<file path="src/hdl/asr_pkg.sv">
package asr_pkg;

   // Pin widths of the memory.
   localparam int ADDR_W        = 18;
   localparam int DATA_W        = 8;

   // Clock of the controller.
   localparam int CLK_PERIOD_NS = 100;

   // Bus timing of the memory, in nanoseconds.
   localparam int T_AA_NS       = 55;
   localparam int T_OE_NS       = 30;
   localparam int T_HZ_NS       = 20;
   localparam int T_AW_NS       = 50;
   localparam int T_CW_NS       = 50;
   localparam int T_WP_NS       = 45;
   localparam int T_DW_NS       = 25;
   localparam int T_WHZ_NS      = 20;

   // Stages of the data input synchroniser.
   localparam int SYNC_STAGES   = 2;

   // Least times rounded up to whole cycles.
   localparam int AA_NEED_NS    = (T_AA_NS > T_OE_NS) ? T_AA_NS : T_OE_NS;
   localparam int AA_CYC        = (AA_NEED_NS + CLK_PERIOD_NS - 1) / CLK_PERIOD_NS;
   localparam int RD_CYC        = AA_CYC + SYNC_STAGES;
   localparam int WP_MIN1_NS    = (T_WP_NS > T_AW_NS) ? T_WP_NS : T_AW_NS;
   localparam int WP_MIN2_NS    = (WP_MIN1_NS > T_CW_NS) ? WP_MIN1_NS : T_CW_NS;
   localparam int WP_OVL_NS     = T_WHZ_NS + T_DW_NS + 1;
   localparam int WP_NEED_NS    = (WP_MIN2_NS > WP_OVL_NS) ? WP_MIN2_NS : WP_OVL_NS;
   localparam int WP_CYC        = (WP_NEED_NS + CLK_PERIOD_NS - 1) / CLK_PERIOD_NS;
   localparam int HZ_CYC        = (T_HZ_NS + CLK_PERIOD_NS - 1) / CLK_PERIOD_NS;

   // Cycle counter loads.
   localparam int CNT_W         = 4;
   localparam logic [CNT_W-1:0] RD_LOAD = CNT_W'(RD_CYC - 1);
   localparam logic [CNT_W-1:0] WP_LOAD = CNT_W'(WP_CYC - 1);

   // Idle pin levels.
   localparam logic SEL_LOW_IDLE  = 1'h1;
   localparam logic SEL_HIGH_IDLE = 1'h0;
   localparam logic OE_N_IDLE     = 1'h1;
   localparam logic WE_N_IDLE     = 1'h1;

   typedef enum logic [5:0] {
      ST_IDLE    = 6'h01,
      ST_WSETUP  = 6'h02,
      ST_WPULSE  = 6'h04,
      ST_WEND    = 6'h08,
      ST_RACCESS = 6'h10,
      ST_REND    = 6'h20
   } asr_state_t;

endpackage

</file>
<file path="src/hdl/asr_host_ctrl.sv">
`timescale 1ns/1ps
module asr_host_ctrl
   import asr_pkg::*;
(
   // Clock and reset.
   input  wire logic              clk_i,
   input  wire logic              rstn_i,
   // User request.
   input  wire logic              req_i,
   input  wire logic              write_i,
   input  wire logic [ADDR_W-1:0] addr_i,
   input  wire logic [DATA_W-1:0] wdata_i,
   // User answer.
   output logic                   busy_o,
   output logic                   rvalid_o,
   output logic      [DATA_W-1:0] rdata_o,
   // Memory pins.
   output logic      [ADDR_W-1:0] address_lines_o,
   output logic                   chip_select_low_active_n_o,
   output logic                   chip_select_high_active_o,
   output logic                   output_enable_n_o,
   output logic                   write_enable_n_o,
   input  wire logic [DATA_W-1:0] data_lines_i,
   output logic      [DATA_W-1:0] data_lines_o,
   output logic                   data_lines_oe_o
);

   asr_state_t        state;
   asr_state_t        next_state;
   logic [CNT_W-1:0]  cnt;
   logic [CNT_W-1:0]  next_cnt;
   logic [ADDR_W-1:0] next_addr;
   logic              next_cs_n;
   logic              next_cs_h;
   logic              next_oe_n;
   logic              next_we_n;
   logic [DATA_W-1:0] next_dq;
   logic              next_dq_oe;
   logic [DATA_W-1:0] next_rdata;
   logic              next_rvalid;
   logic              next_busy;
   logic [DATA_W-1:0] dq_sync;

   // Read data pass two flip-flops before use.
   asr_sync #(
      .WIDTH   (DATA_W)
   ) u_dq_sync (
      .clk_i   (clk_i),
      .rstn_i  (rstn_i),
      .async_i (data_lines_i),
      .sync_o  (dq_sync)
   );

   always_comb begin
      next_state  = state;
      next_cnt    = cnt;
      next_addr   = address_lines_o;
      next_cs_n   = chip_select_low_active_n_o;
      next_cs_h   = chip_select_high_active_o;
      next_oe_n   = output_enable_n_o;
      next_we_n   = write_enable_n_o;
      next_dq     = data_lines_o;
      next_dq_oe  = data_lines_oe_o;
      next_rdata  = rdata_o;
      next_rvalid = 1'h0;
      case (state)
         ST_IDLE: begin
            next_cs_n  = SEL_LOW_IDLE;
            next_cs_h  = SEL_HIGH_IDLE;
            next_oe_n  = OE_N_IDLE;
            next_we_n  = WE_N_IDLE;
            next_dq_oe = 1'h0;
            if (req_i) begin
               // Address moves only here, with write strobe high.
               next_addr = addr_i;
               next_cs_n = 1'h0;
               next_cs_h = 1'h1;
               if (write_i) begin
                  // Output enable stays high, so the memory never drives now.
                  next_dq    = wdata_i;
                  next_dq_oe = 1'h1;
                  next_state = ST_WSETUP;
               end else begin
                  next_oe_n  = 1'h0;
                  next_cnt   = RD_LOAD;
                  next_state = ST_RACCESS;
               end
            end
         end
         ST_WSETUP: begin
            // Strobe falls after select and address settle.
            next_we_n  = 1'h0;
            next_cnt   = WP_LOAD;
            next_state = ST_WPULSE;
         end
         ST_WPULSE: begin
            if (cnt == '0) begin
               next_we_n  = 1'h1;
               next_state = ST_WEND;
            end else begin
               next_cnt = cnt - 1'h1;
            end
         end
         ST_WEND: begin
            // Data and select are released one cycle after the strobe rises.
            next_dq_oe = 1'h0;
            next_cs_n  = SEL_LOW_IDLE;
            next_cs_h  = SEL_HIGH_IDLE;
            next_state = ST_IDLE;
         end
         ST_RACCESS: begin
            // Write strobe is held high for the whole read.
            next_we_n = WE_N_IDLE;
            if (cnt == '0) begin
               next_rdata  = dq_sync;
               next_rvalid = 1'h1;
               next_oe_n   = OE_N_IDLE;
               next_cs_n   = SEL_LOW_IDLE;
               next_cs_h   = SEL_HIGH_IDLE;
               next_state  = ST_REND;
            end else begin
               next_cnt = cnt - 1'h1;
            end
         end
         ST_REND: begin
            // One idle cycle lets the memory float before anyone drives.
            next_state = ST_IDLE;
         end
         default: begin
            next_state = ST_IDLE;
         end
      endcase
      next_busy = (next_state != ST_IDLE);
   end

   always_ff @(posedge clk_i or negedge rstn_i) begin
      if (!rstn_i) begin
         state                      <= ST_IDLE;
         cnt                        <= '0;
         address_lines_o            <= '0;
         chip_select_low_active_n_o <= SEL_LOW_IDLE;
         chip_select_high_active_o  <= SEL_HIGH_IDLE;
         output_enable_n_o          <= OE_N_IDLE;
         write_enable_n_o           <= WE_N_IDLE;
         data_lines_o               <= '0;
         data_lines_oe_o            <= 1'h0;
         rdata_o                    <= '0;
         rvalid_o                   <= 1'h0;
         busy_o                     <= 1'h0;
      end else begin
         state                      <= next_state;
         cnt                        <= next_cnt;
         address_lines_o            <= next_addr;
         chip_select_low_active_n_o <= next_cs_n;
         chip_select_high_active_o  <= next_cs_h;
         output_enable_n_o          <= next_oe_n;
         write_enable_n_o           <= next_we_n;
         data_lines_o               <= next_dq;
         data_lines_oe_o            <= next_dq_oe;
         rdata_o                    <= next_rdata;
         rvalid_o                   <= next_rvalid;
         busy_o                     <= next_busy;
      end
   end

   // Cycle counters that only the checks below read.
   logic       selected;
   logic [7:0] sel_cnt;
   logic [7:0] we_low_cnt;
   logic [7:0] oe_low_cnt;
   assign selected = !chip_select_low_active_n_o && chip_select_high_active_o;

   always_ff @(posedge clk_i or negedge rstn_i) begin
      if (!rstn_i) begin
         sel_cnt    <= '0;
         we_low_cnt <= '0;
         oe_low_cnt <= '0;
      end else begin
         sel_cnt    <= selected ? sel_cnt + 8'h01 : 8'h00;
         we_low_cnt <= !write_enable_n_o ? we_low_cnt + 8'h01 : 8'h00;
         oe_low_cnt <= !output_enable_n_o ? oe_low_cnt + 8'h01 : 8'h00;
      end
   end

   a_write_needs_select: assert property (@(posedge clk_i) disable iff (!rstn_i)
      !write_enable_n_o |-> selected && output_enable_n_o)
      else $error("Write strobe low while chip not selected.");

   a_read_strobe_high: assert property (@(posedge clk_i) disable iff (!rstn_i)
      !output_enable_n_o |-> write_enable_n_o && $past(write_enable_n_o))
      else $error("Write strobe low during a read.");

   a_addr_settle: assert property (@(posedge clk_i) disable iff (!rstn_i)
      $fell(write_enable_n_o) |-> $stable(address_lines_o) && selected)
      else $error("Address not settled when write strobe fell.");

   a_select_before_end: assert property (@(posedge clk_i) disable iff (!rstn_i)
      $rose(write_enable_n_o) |-> selected && sel_cnt >= 8'(WP_CYC + 1))
      else $error("Chip selected too briefly before end of write.");

   a_data_setup: assert property (@(posedge clk_i) disable iff (!rstn_i)
      !write_enable_n_o |-> data_lines_oe_o && $stable(data_lines_o) && $past(data_lines_oe_o))
      else $error("Write data not valid during write pulse.");

   a_data_hold: assert property (@(posedge clk_i) disable iff (!rstn_i)
      $rose(write_enable_n_o) |-> data_lines_oe_o ##1 !data_lines_oe_o)
      else $error("Write data not released right after end of write.");

   a_addr_change: assert property (@(posedge clk_i) disable iff (!rstn_i)
      $changed(address_lines_o) |-> write_enable_n_o && $past(write_enable_n_o))
      else $error("Address changed while write strobe low.");

   a_pulse_width: assert property (@(posedge clk_i) disable iff (!rstn_i)
      $rose(write_enable_n_o) |-> we_low_cnt == 8'(WP_CYC))
      else $error("Write pulse width wrong.");

   a_no_contention: assert property (@(posedge clk_i) disable iff (!rstn_i)
      (!output_enable_n_o || $past(!output_enable_n_o)) |-> !data_lines_oe_o)
      else $error("Controller drives data while memory may drive.");

   a_read_access: assert property (@(posedge clk_i) disable iff (!rstn_i)
      $fell(output_enable_n_o) |-> !rvalid_o [*3] ##1 rvalid_o)
      else $error("Read data captured at the wrong cycle.");

   a_read_cycles: assert property (@(posedge clk_i) disable iff (!rstn_i)
      rvalid_o |-> oe_low_cnt == 8'(RD_CYC))
      else $error("Output enable low for wrong number of cycles.");

endmodule // asr_host_ctrl

</file>
<file path="src/hdl/asr_sync.sv">
`timescale 1ns/1ps
module asr_sync
   import asr_pkg::*;
#(
   parameter int WIDTH = DATA_W
) (
   // Clock and reset.
   input  wire logic             clk_i,
   input  wire logic             rstn_i,
   // Asynchronous input and its synchronised copy.
   input  wire logic [WIDTH-1:0] async_i,
   output logic      [WIDTH-1:0] sync_o
);

   // Each bit passes two flip-flops; the first feeds only the second.
   for (genvar b = 0; b < WIDTH; b++) begin : g_bit
      logic meta;
      always_ff @(posedge clk_i or negedge rstn_i) begin
         if (!rstn_i) begin
            meta      <= 1'h0;
            sync_o[b] <= 1'h0;
         end else begin
            meta      <= async_i[b];
            sync_o[b] <= meta;
         end
      end
   end

endmodule // asr_sync

</file>
<file path="config.mk">
export PLATFORM = sky130hd
export DESIGN_NAME = asr_host_ctrl
export DESIGN_NICKNAME = d
export VERILOG_FILES = /design/src/hdl/asr_pkg.sv /design/src/hdl/asr_host_ctrl.sv /design/src/hdl/asr_sync.sv
export SDC_FILE = /design/constraint.sdc
export NUM_CORES = 1
export LEC_CHECK = 0
export BUFFER_PORTS_ARGS = -buffer_cell sky130_fd_sc_hd__buf_4
export CAP_MARGIN = 20
export CORE_MARGIN = 3
export CORE_UTILIZATION = 53
export CTS_CLUSTER_DIAMETER = 100
export CTS_CLUSTER_SIZE = 40
export DETAILED_ROUTE_END_ITERATION = 10
export GPL_ROUTABILITY_DRIVEN = 0
export HOLD_SLACK_MARGIN = 0.08
export PLACE_DENSITY_LB_ADDON = 0.08
export SETUP_SLACK_MARGIN = 0.3
export SYNTH_ARGS = -nofsm -noshare
export SYNTH_HDL_FRONTEND = slang
export SYNTH_SLANG_ARGS = --single-unit
</file>
<file path="constraint.sdc">
create_clock -name clk_i -period 5 [get_ports clk_i]
set_input_delay 0.25 -clock clk_i [delete_from_list [all_inputs] [get_ports clk_i]]
set_output_delay 0.25 -clock clk_i [all_outputs]
set_load 0.02 [all_outputs]
</file>
======== Word level (Yosys, flattened, before mapping) ========
Cells that the tools add are included.
storage, ports and cells
  register bits after elaboration ......... 67
  latch bits .............................. 0
  RAM bits ................................ 0
  ROM bits ................................ 0
  input port bits ......................... 38
  output and inout bits ................... 41
  logic and storage cells ................. 78
  memories ................................ 0
operators by class
  $add $sub $neg .......................... 1
  multiply operators ...................... 0
  div/mod/pow operators ................... 0
  $lt $le $gt $ge ......................... 0
  equality and inequality tests ........... 11
  shift-type cells ........................ 0
  muxes and demuxes ....................... 23
  bitwise gates (word level) .............. 0
  reductions and logical operators ........ 15
operator list
  operator                                               count
  case mux 6 bit (4 select lines)                        1
  two-way mux 6 bit                                      3
  two-way mux 4 bit                                      3
  case mux 4 bit (3 select lines)                        1
  inequality test 2 bit, second input constant           5
  AND reduction 2 bit                                    5
  two-way mux 1 bit                                      9
  case mux 1 bit (3 select lines)                        3
  nonzero test 3 bit                                     3
  equality test 6 x 1 -> 1 bit, second input constant    1
  equality test 6 x 2 -> 1 bit, second input constant    1
  equality test 6 x 3 -> 1 bit, second input constant    1
  equality test 6 x 4 -> 1 bit, second input constant    1
  equality test 6 x 5 -> 1 bit, second input constant    1
  inequality test 6 x 1 -> 1 bit, second input constant  1
  two-way mux 5 bit                                      1
  logical NOT 4 bit                                      1
  case mux 1 bit (2 select lines)                        2
  AND reduction 4 bit                                    1
  nonzero test 2 bit                                     2
  OR reduction 2 bit                                     2
  subtractor 4 x 1 -> 4 bit, second input constant       1
  AND reduction 3 bit                                    1

======== Depth between registers and ports, before layout ========
  depth after elaboration ................. 4
  depth in mapped cells ................... 7
  depth with buffers taken out ............ 7

======== Hierarchy ========
From an unflattened synthesis, not the netlist that was laid out.
second synthesis, totals
  cell total of the unflattened synthesis .. 183
  area total of the unflattened synthesis .. 2443.6 sq um
by module, submodules not included
  module         instances  cells an instance  area an instance (sq um)  seq. area each (sq um)
  asr_host_ctrl  1          167                2043.2                    1281.2
  asr_sync       1          16                 400.4                     400.4

======== Worst setup path before layout ========
Ideal clock, no wire load.
  path kind ............................... register -> register
  start point ............................. register cnt[0]
  end point ............................... register rdata_o[0]
  setup time .............................. 0.118 ns
  arrival ................................. 2.014 ns
  data required time ...................... 4.882 ns
  path slack .............................. 2.868 ns
  cell stages (with the launch flop) ...... 8
  path buffers ............................ 1
  clock period less this slack ............ 2.132 ns
  path through ............................ dfrtp_1 inv_1 ha_1 or3b_2 or4b_2 buf_2 nand2_1 nand2_1
on the way
  longest elaborated chain between the ends .. 2
ends and longest elaborated chain
  what                           line                  source
  start, declared                asr_host_ctrl.sv:30   logic [CNT_W-1:0] cnt;
  start signal, assigned         asr_host_ctrl.sv:152  cnt <= next_cnt;
  logical NOT 4 bit              asr_host_ctrl.sv:114  if (cnt == '0) begin
  AND reduction 2 bit (no line)  --
  end signal, assigned           asr_host_ctrl.sv:160  rdata_o <= next_rdata;
  end, declared                  asr_host_ctrl.sv:16   output logic [DATA_W-1:0] rdata_o,
Every way passes these cells.
A chain may end at the register's enable or synchronous reset.

======== Final worst setup path ========
  start point ............................. register state[0]
  end point ............................... register cnt[3]
on the way
  longest elaborated chain between the ends .. 4
  elaborated cells on any way between the ends .. 11
  those cells by class .................... eq/ne (7); mux (1); reduce/logical (3)
ends and longest elaborated chain
  what                                                                                 line                  source
  start, declared                                                                      asr_host_ctrl.sv:28   asr_state_t state;
  start signal, assigned                                                               asr_host_ctrl.sv:151  state <= next_state;
  equality test 6 x 5 -> 1 bit / equality test 6 x 3 -> 1 bit (equally long branches)  asr_host_ctrl.sv:66   case (state)
  OR reduction 2 bit (no line)                                                         --
  inequality test 2 bit (no line) / nonzero test 3 bit (equally long branches)         --
  AND reduction 4 bit (no line)                                                        --
Parallel ways exist; a longest one is shown, timed or not.

==> results.json <==
{
  "ys_seq_area_share_pct": 68.5,
  "cts_resized": 0,
  "post-route-drc-count": 0,
  "ys.flop_type": "dfrtp_1",
  "cp-end-kind": "register",
  "worst_slack_ns": 2.58,
  "die_x_um": 74.1,
  "place_area_um2": 3090,
  "maxCapViolations": 0,
  "grt_pass1_vias": 1696,
  "synthesis.instances": 186,
  "synth-xor-area-share_pct": 0.357,
  "dpl.hpwl_mm": 3.32,
  "clk_latency_ns": 0.33,
  "area_delta_synth_final_pct": 37.4,
  "drive_gt1_share_pct": 44.9,
  "power.leakage_uw": 0.00165,
  "post_cts_buffers": 0,
  "die_h_um": 74.1,
  "worstSetupStartpointType": "register",
  "htreeDepth": 3,
  "synthMuxAreaShare_pct": 11.9,
  "crit_fanout": 21,
  "cp.required_ns": 5.22,
  "drt_first_iter_violations": 125,
  "fin_util_pct": 76.4,
  "portBuffers": 78,
  "dp_slack_ns": 2.53,
  "setup-tns-final_ns": 0,
  "yosys.cell_types.count": 34,
  "drt_wl_total_mm": 4.81,
  "synth_fa_ha_area_share_pct": 0.510,
  "mappedNetlistNets": 225,
  "path_clk_slew_ns": 0.07,
  "p_per_area_nw_per_um2": 620,
  "rows": 24,
  "tightest_slew_ns": 0.798,
  "worst_ir_drop_vdd_mv": 0.364,
  "grt_pass1_wl_mm": 7.73,
  "power_uw": 2090,
  "vias": 1694,
  "postRouteAntennaNets": 0,
  "crit_type": "register to register",
  "dr.pass1.iters": 4,
  "cts_tree": "done",
  "synthSimpleGateAreaFrac_pct": 11.7,
  "min_period_ns": 2.42,
  "max_freq_mhz": 413,
  "nets": 319,
  "skew_ns": 0.00478,
  "synth-compound-area-share_pct": 4.89,
  "cts_buffers": 9,
  "grt_usage_pct": 19.5,
  "syn-cell-area_um2": 2450,
  "finalHoldViolCount": 0,
  "grt_max_degree": 68,
  "fin_crit_sh_pct": 48.4,
  "antennaDiodeCount": 0,
  "cp_data_arrival_time_ns": 2.64,
  "ys_async_sr_fraction_pct": 100,
  "rsz0062_at_grt": "no",
  "cts_sinks": 67,
  "slew_viol_final": 0,
  "synth_top_family_by_area": "multiplexers",
  "initial_utilization_pct": 55.6,
  "hp-class": "input pin to register",
  "grt-ovfl-total": 0,
  "wire_per_inst_um": 14.3,
  "clock_path_buffers": 2,
  "cts-hold-fix-buffers": 9,
  "status": "completed",
  "io_pins": 79,
  "setup_violations": 0,
  "dieArea_um2": 5480,
  "vias_per_cell": 5.03,
  "fin_area_um2": 3370,
  "synth-seq-cells": 67,
  "root_buffer": "clkbuf_8",
  "synth_area_per_cell_um2": 13.2,
  "synth_edf_count": 0,
  "antenna_found_initial": 0,
  "relSlewSlack_pct": 46.7,
  "core_area_um2": 4410,
  "yosys_warnings": 0
}
[cell usage after synthesis (2+ instances only)]
| cell type | n | area share, % |
|---|---|---|
| o21ai_1 | 6 | 1.2 |
| dfrtp_1 | 63 | 64 |
| nand2_1 | 35 | 5.4 |
| mux2_2 | 26 | 12 |
| buf_2 | 3 | 0.61 |
| nor2_1 | 9 | 1.4 |
| nor3_1 | 3 | 0.61 |
| a21oi_1 | 2 | 0.41 |
| inv_1 | 8 | 1.2 |
| nand2b_1 | 2 | 0.51 |
| dfstp_2 | 4 | 4.3 |
| nand3_1 | 3 | 0.61 |
[logic make-up (layout without fill, tap and decap cells)]
| logic type | after synthesis | after routing |
|---|---|---|
| AND/OR/NAND/NOR | 61 | 61 |
| buffers and inverters | 13 | 112 |
| adder cells (fa/ha/maj) | 1 | 1 |
| XOR/XNOR | 1 | 1 |
| flip-flops | 67 | 67 |
| multiplexers | 26 | 26 |
| AO/OA/AOI/OAI | 17 | 17 |
[metal layers]
metal  share of wire (%)  vias up  GRT usage, %
li1                    -      818             -
met1                  41      820          23.4
met2                  51       50          30.4
met3                 6.5        6          7.30
met4                 1.2        0          10.9
met5                   0        -             0
[area by class of cell]
class | count | area [um2]
tap | 52 | 65.1
fill | 298 | 1040
inverter | 9 | 33.8
multi-input combinational | 106 | 721
clock inverter | 4 | 50.0
timing repair buffer | 87 | 676
sequential | 67 | 1680
clock buffer | 12 | 145
[power by group]
part	internal (uW)	leakage, uW	total, uW	switching, uW
Sequential	729	0.000811	830	102
Combinational	392	0.000750	825	433
Clock	243	0.0000926	437	193
Total	1360	0.00165	2090	728
[registers in the layout, summed over array words and instances (netlist names)]
signal and flops:
rvalid_o 1, rdata_o 8, data_lines_o 8, address_lines_o 18, state 6, chip_select_low_active_n_o 1, cnt 4, data_lines_oe_o 1
busy_o 1, output_enable_n_o 1, u_dq_sync.g_bit.meta 8, write_enable_n_o 1, u_dq_sync.sync_o 8, chip_select_high_active_o 1
[cells in the final DEF (no fill, tap or decap), types with 2 or more instances in the layout]
| master | synthesis | routed |
|---|---|---|
| buf_4 | 0 | 78 |
| dfrtp_1 | 63 | 63 |
| nand2_1 | 35 | 35 |
| mux2_2 | 26 | 26 |
| clkbuf_8 | 0 | 10 |
| nor2_1 | 9 | 9 |
| dlygate4sd3_1 | 0 | 9 |
| inv_1 | 8 | 8 |
| o21ai_1 | 6 | 6 |
| dfstp_2 | 4 | 4 |
| nor3_1 | 3 | 3 |
| nand3_1 | 3 | 3 |
| nand2b_1 | 2 | 2 |
| a21oi_1 | 2 | 2 |
| clkbuf_1 | 1 | 2 |
| clkinvlp_4 | 0 | 2 |
[critical path, stage by stage (launching register included)]
cell and delay [ns]:
dfstp_2 0.56, nor4b_1 0.42, nand2_1 0.61, o2111a_4 0.51
o21ai_1 0.13, o21ai_1 0.07
[final timing paths]
check	slack (ns)	endpoint	cells past startpoint	from
worst min register to register	0.35	u_dq_sync.sync_o[2]$_DFF_PN0_	0	u_dq_sync.g_bit[2].meta$_DFF_PN0_
worst max register to register	2.58	cnt[3]$_DFFE_PN0P_	5	state[0]$_DFF_PN1_
max in group asynchronous	3.93	address_lines_o[8]$_DFFE_PN0P_	2	rstn_i
worst min-delay path	0.15	address_lines_o[7]$_DFFE_PN0P_	2	addr_i[7]
worst max-delay path	2.58	cnt[3]$_DFFE_PN0P_	5	state[0]$_DFF_PN1_
min in group asynchronous	0.55	data_lines_o[0]$_DFFE_PN0P_	2	rstn_i
[metrics by stage]
step	cells	hold slack [ns]
floorplan	186	-0.0456
global placement	312	0.333
detailed placement	312	0.335
CTS	337	0.129
global route	337	0.122
finish	337	0.147
(Power assumes the default switching activity.)
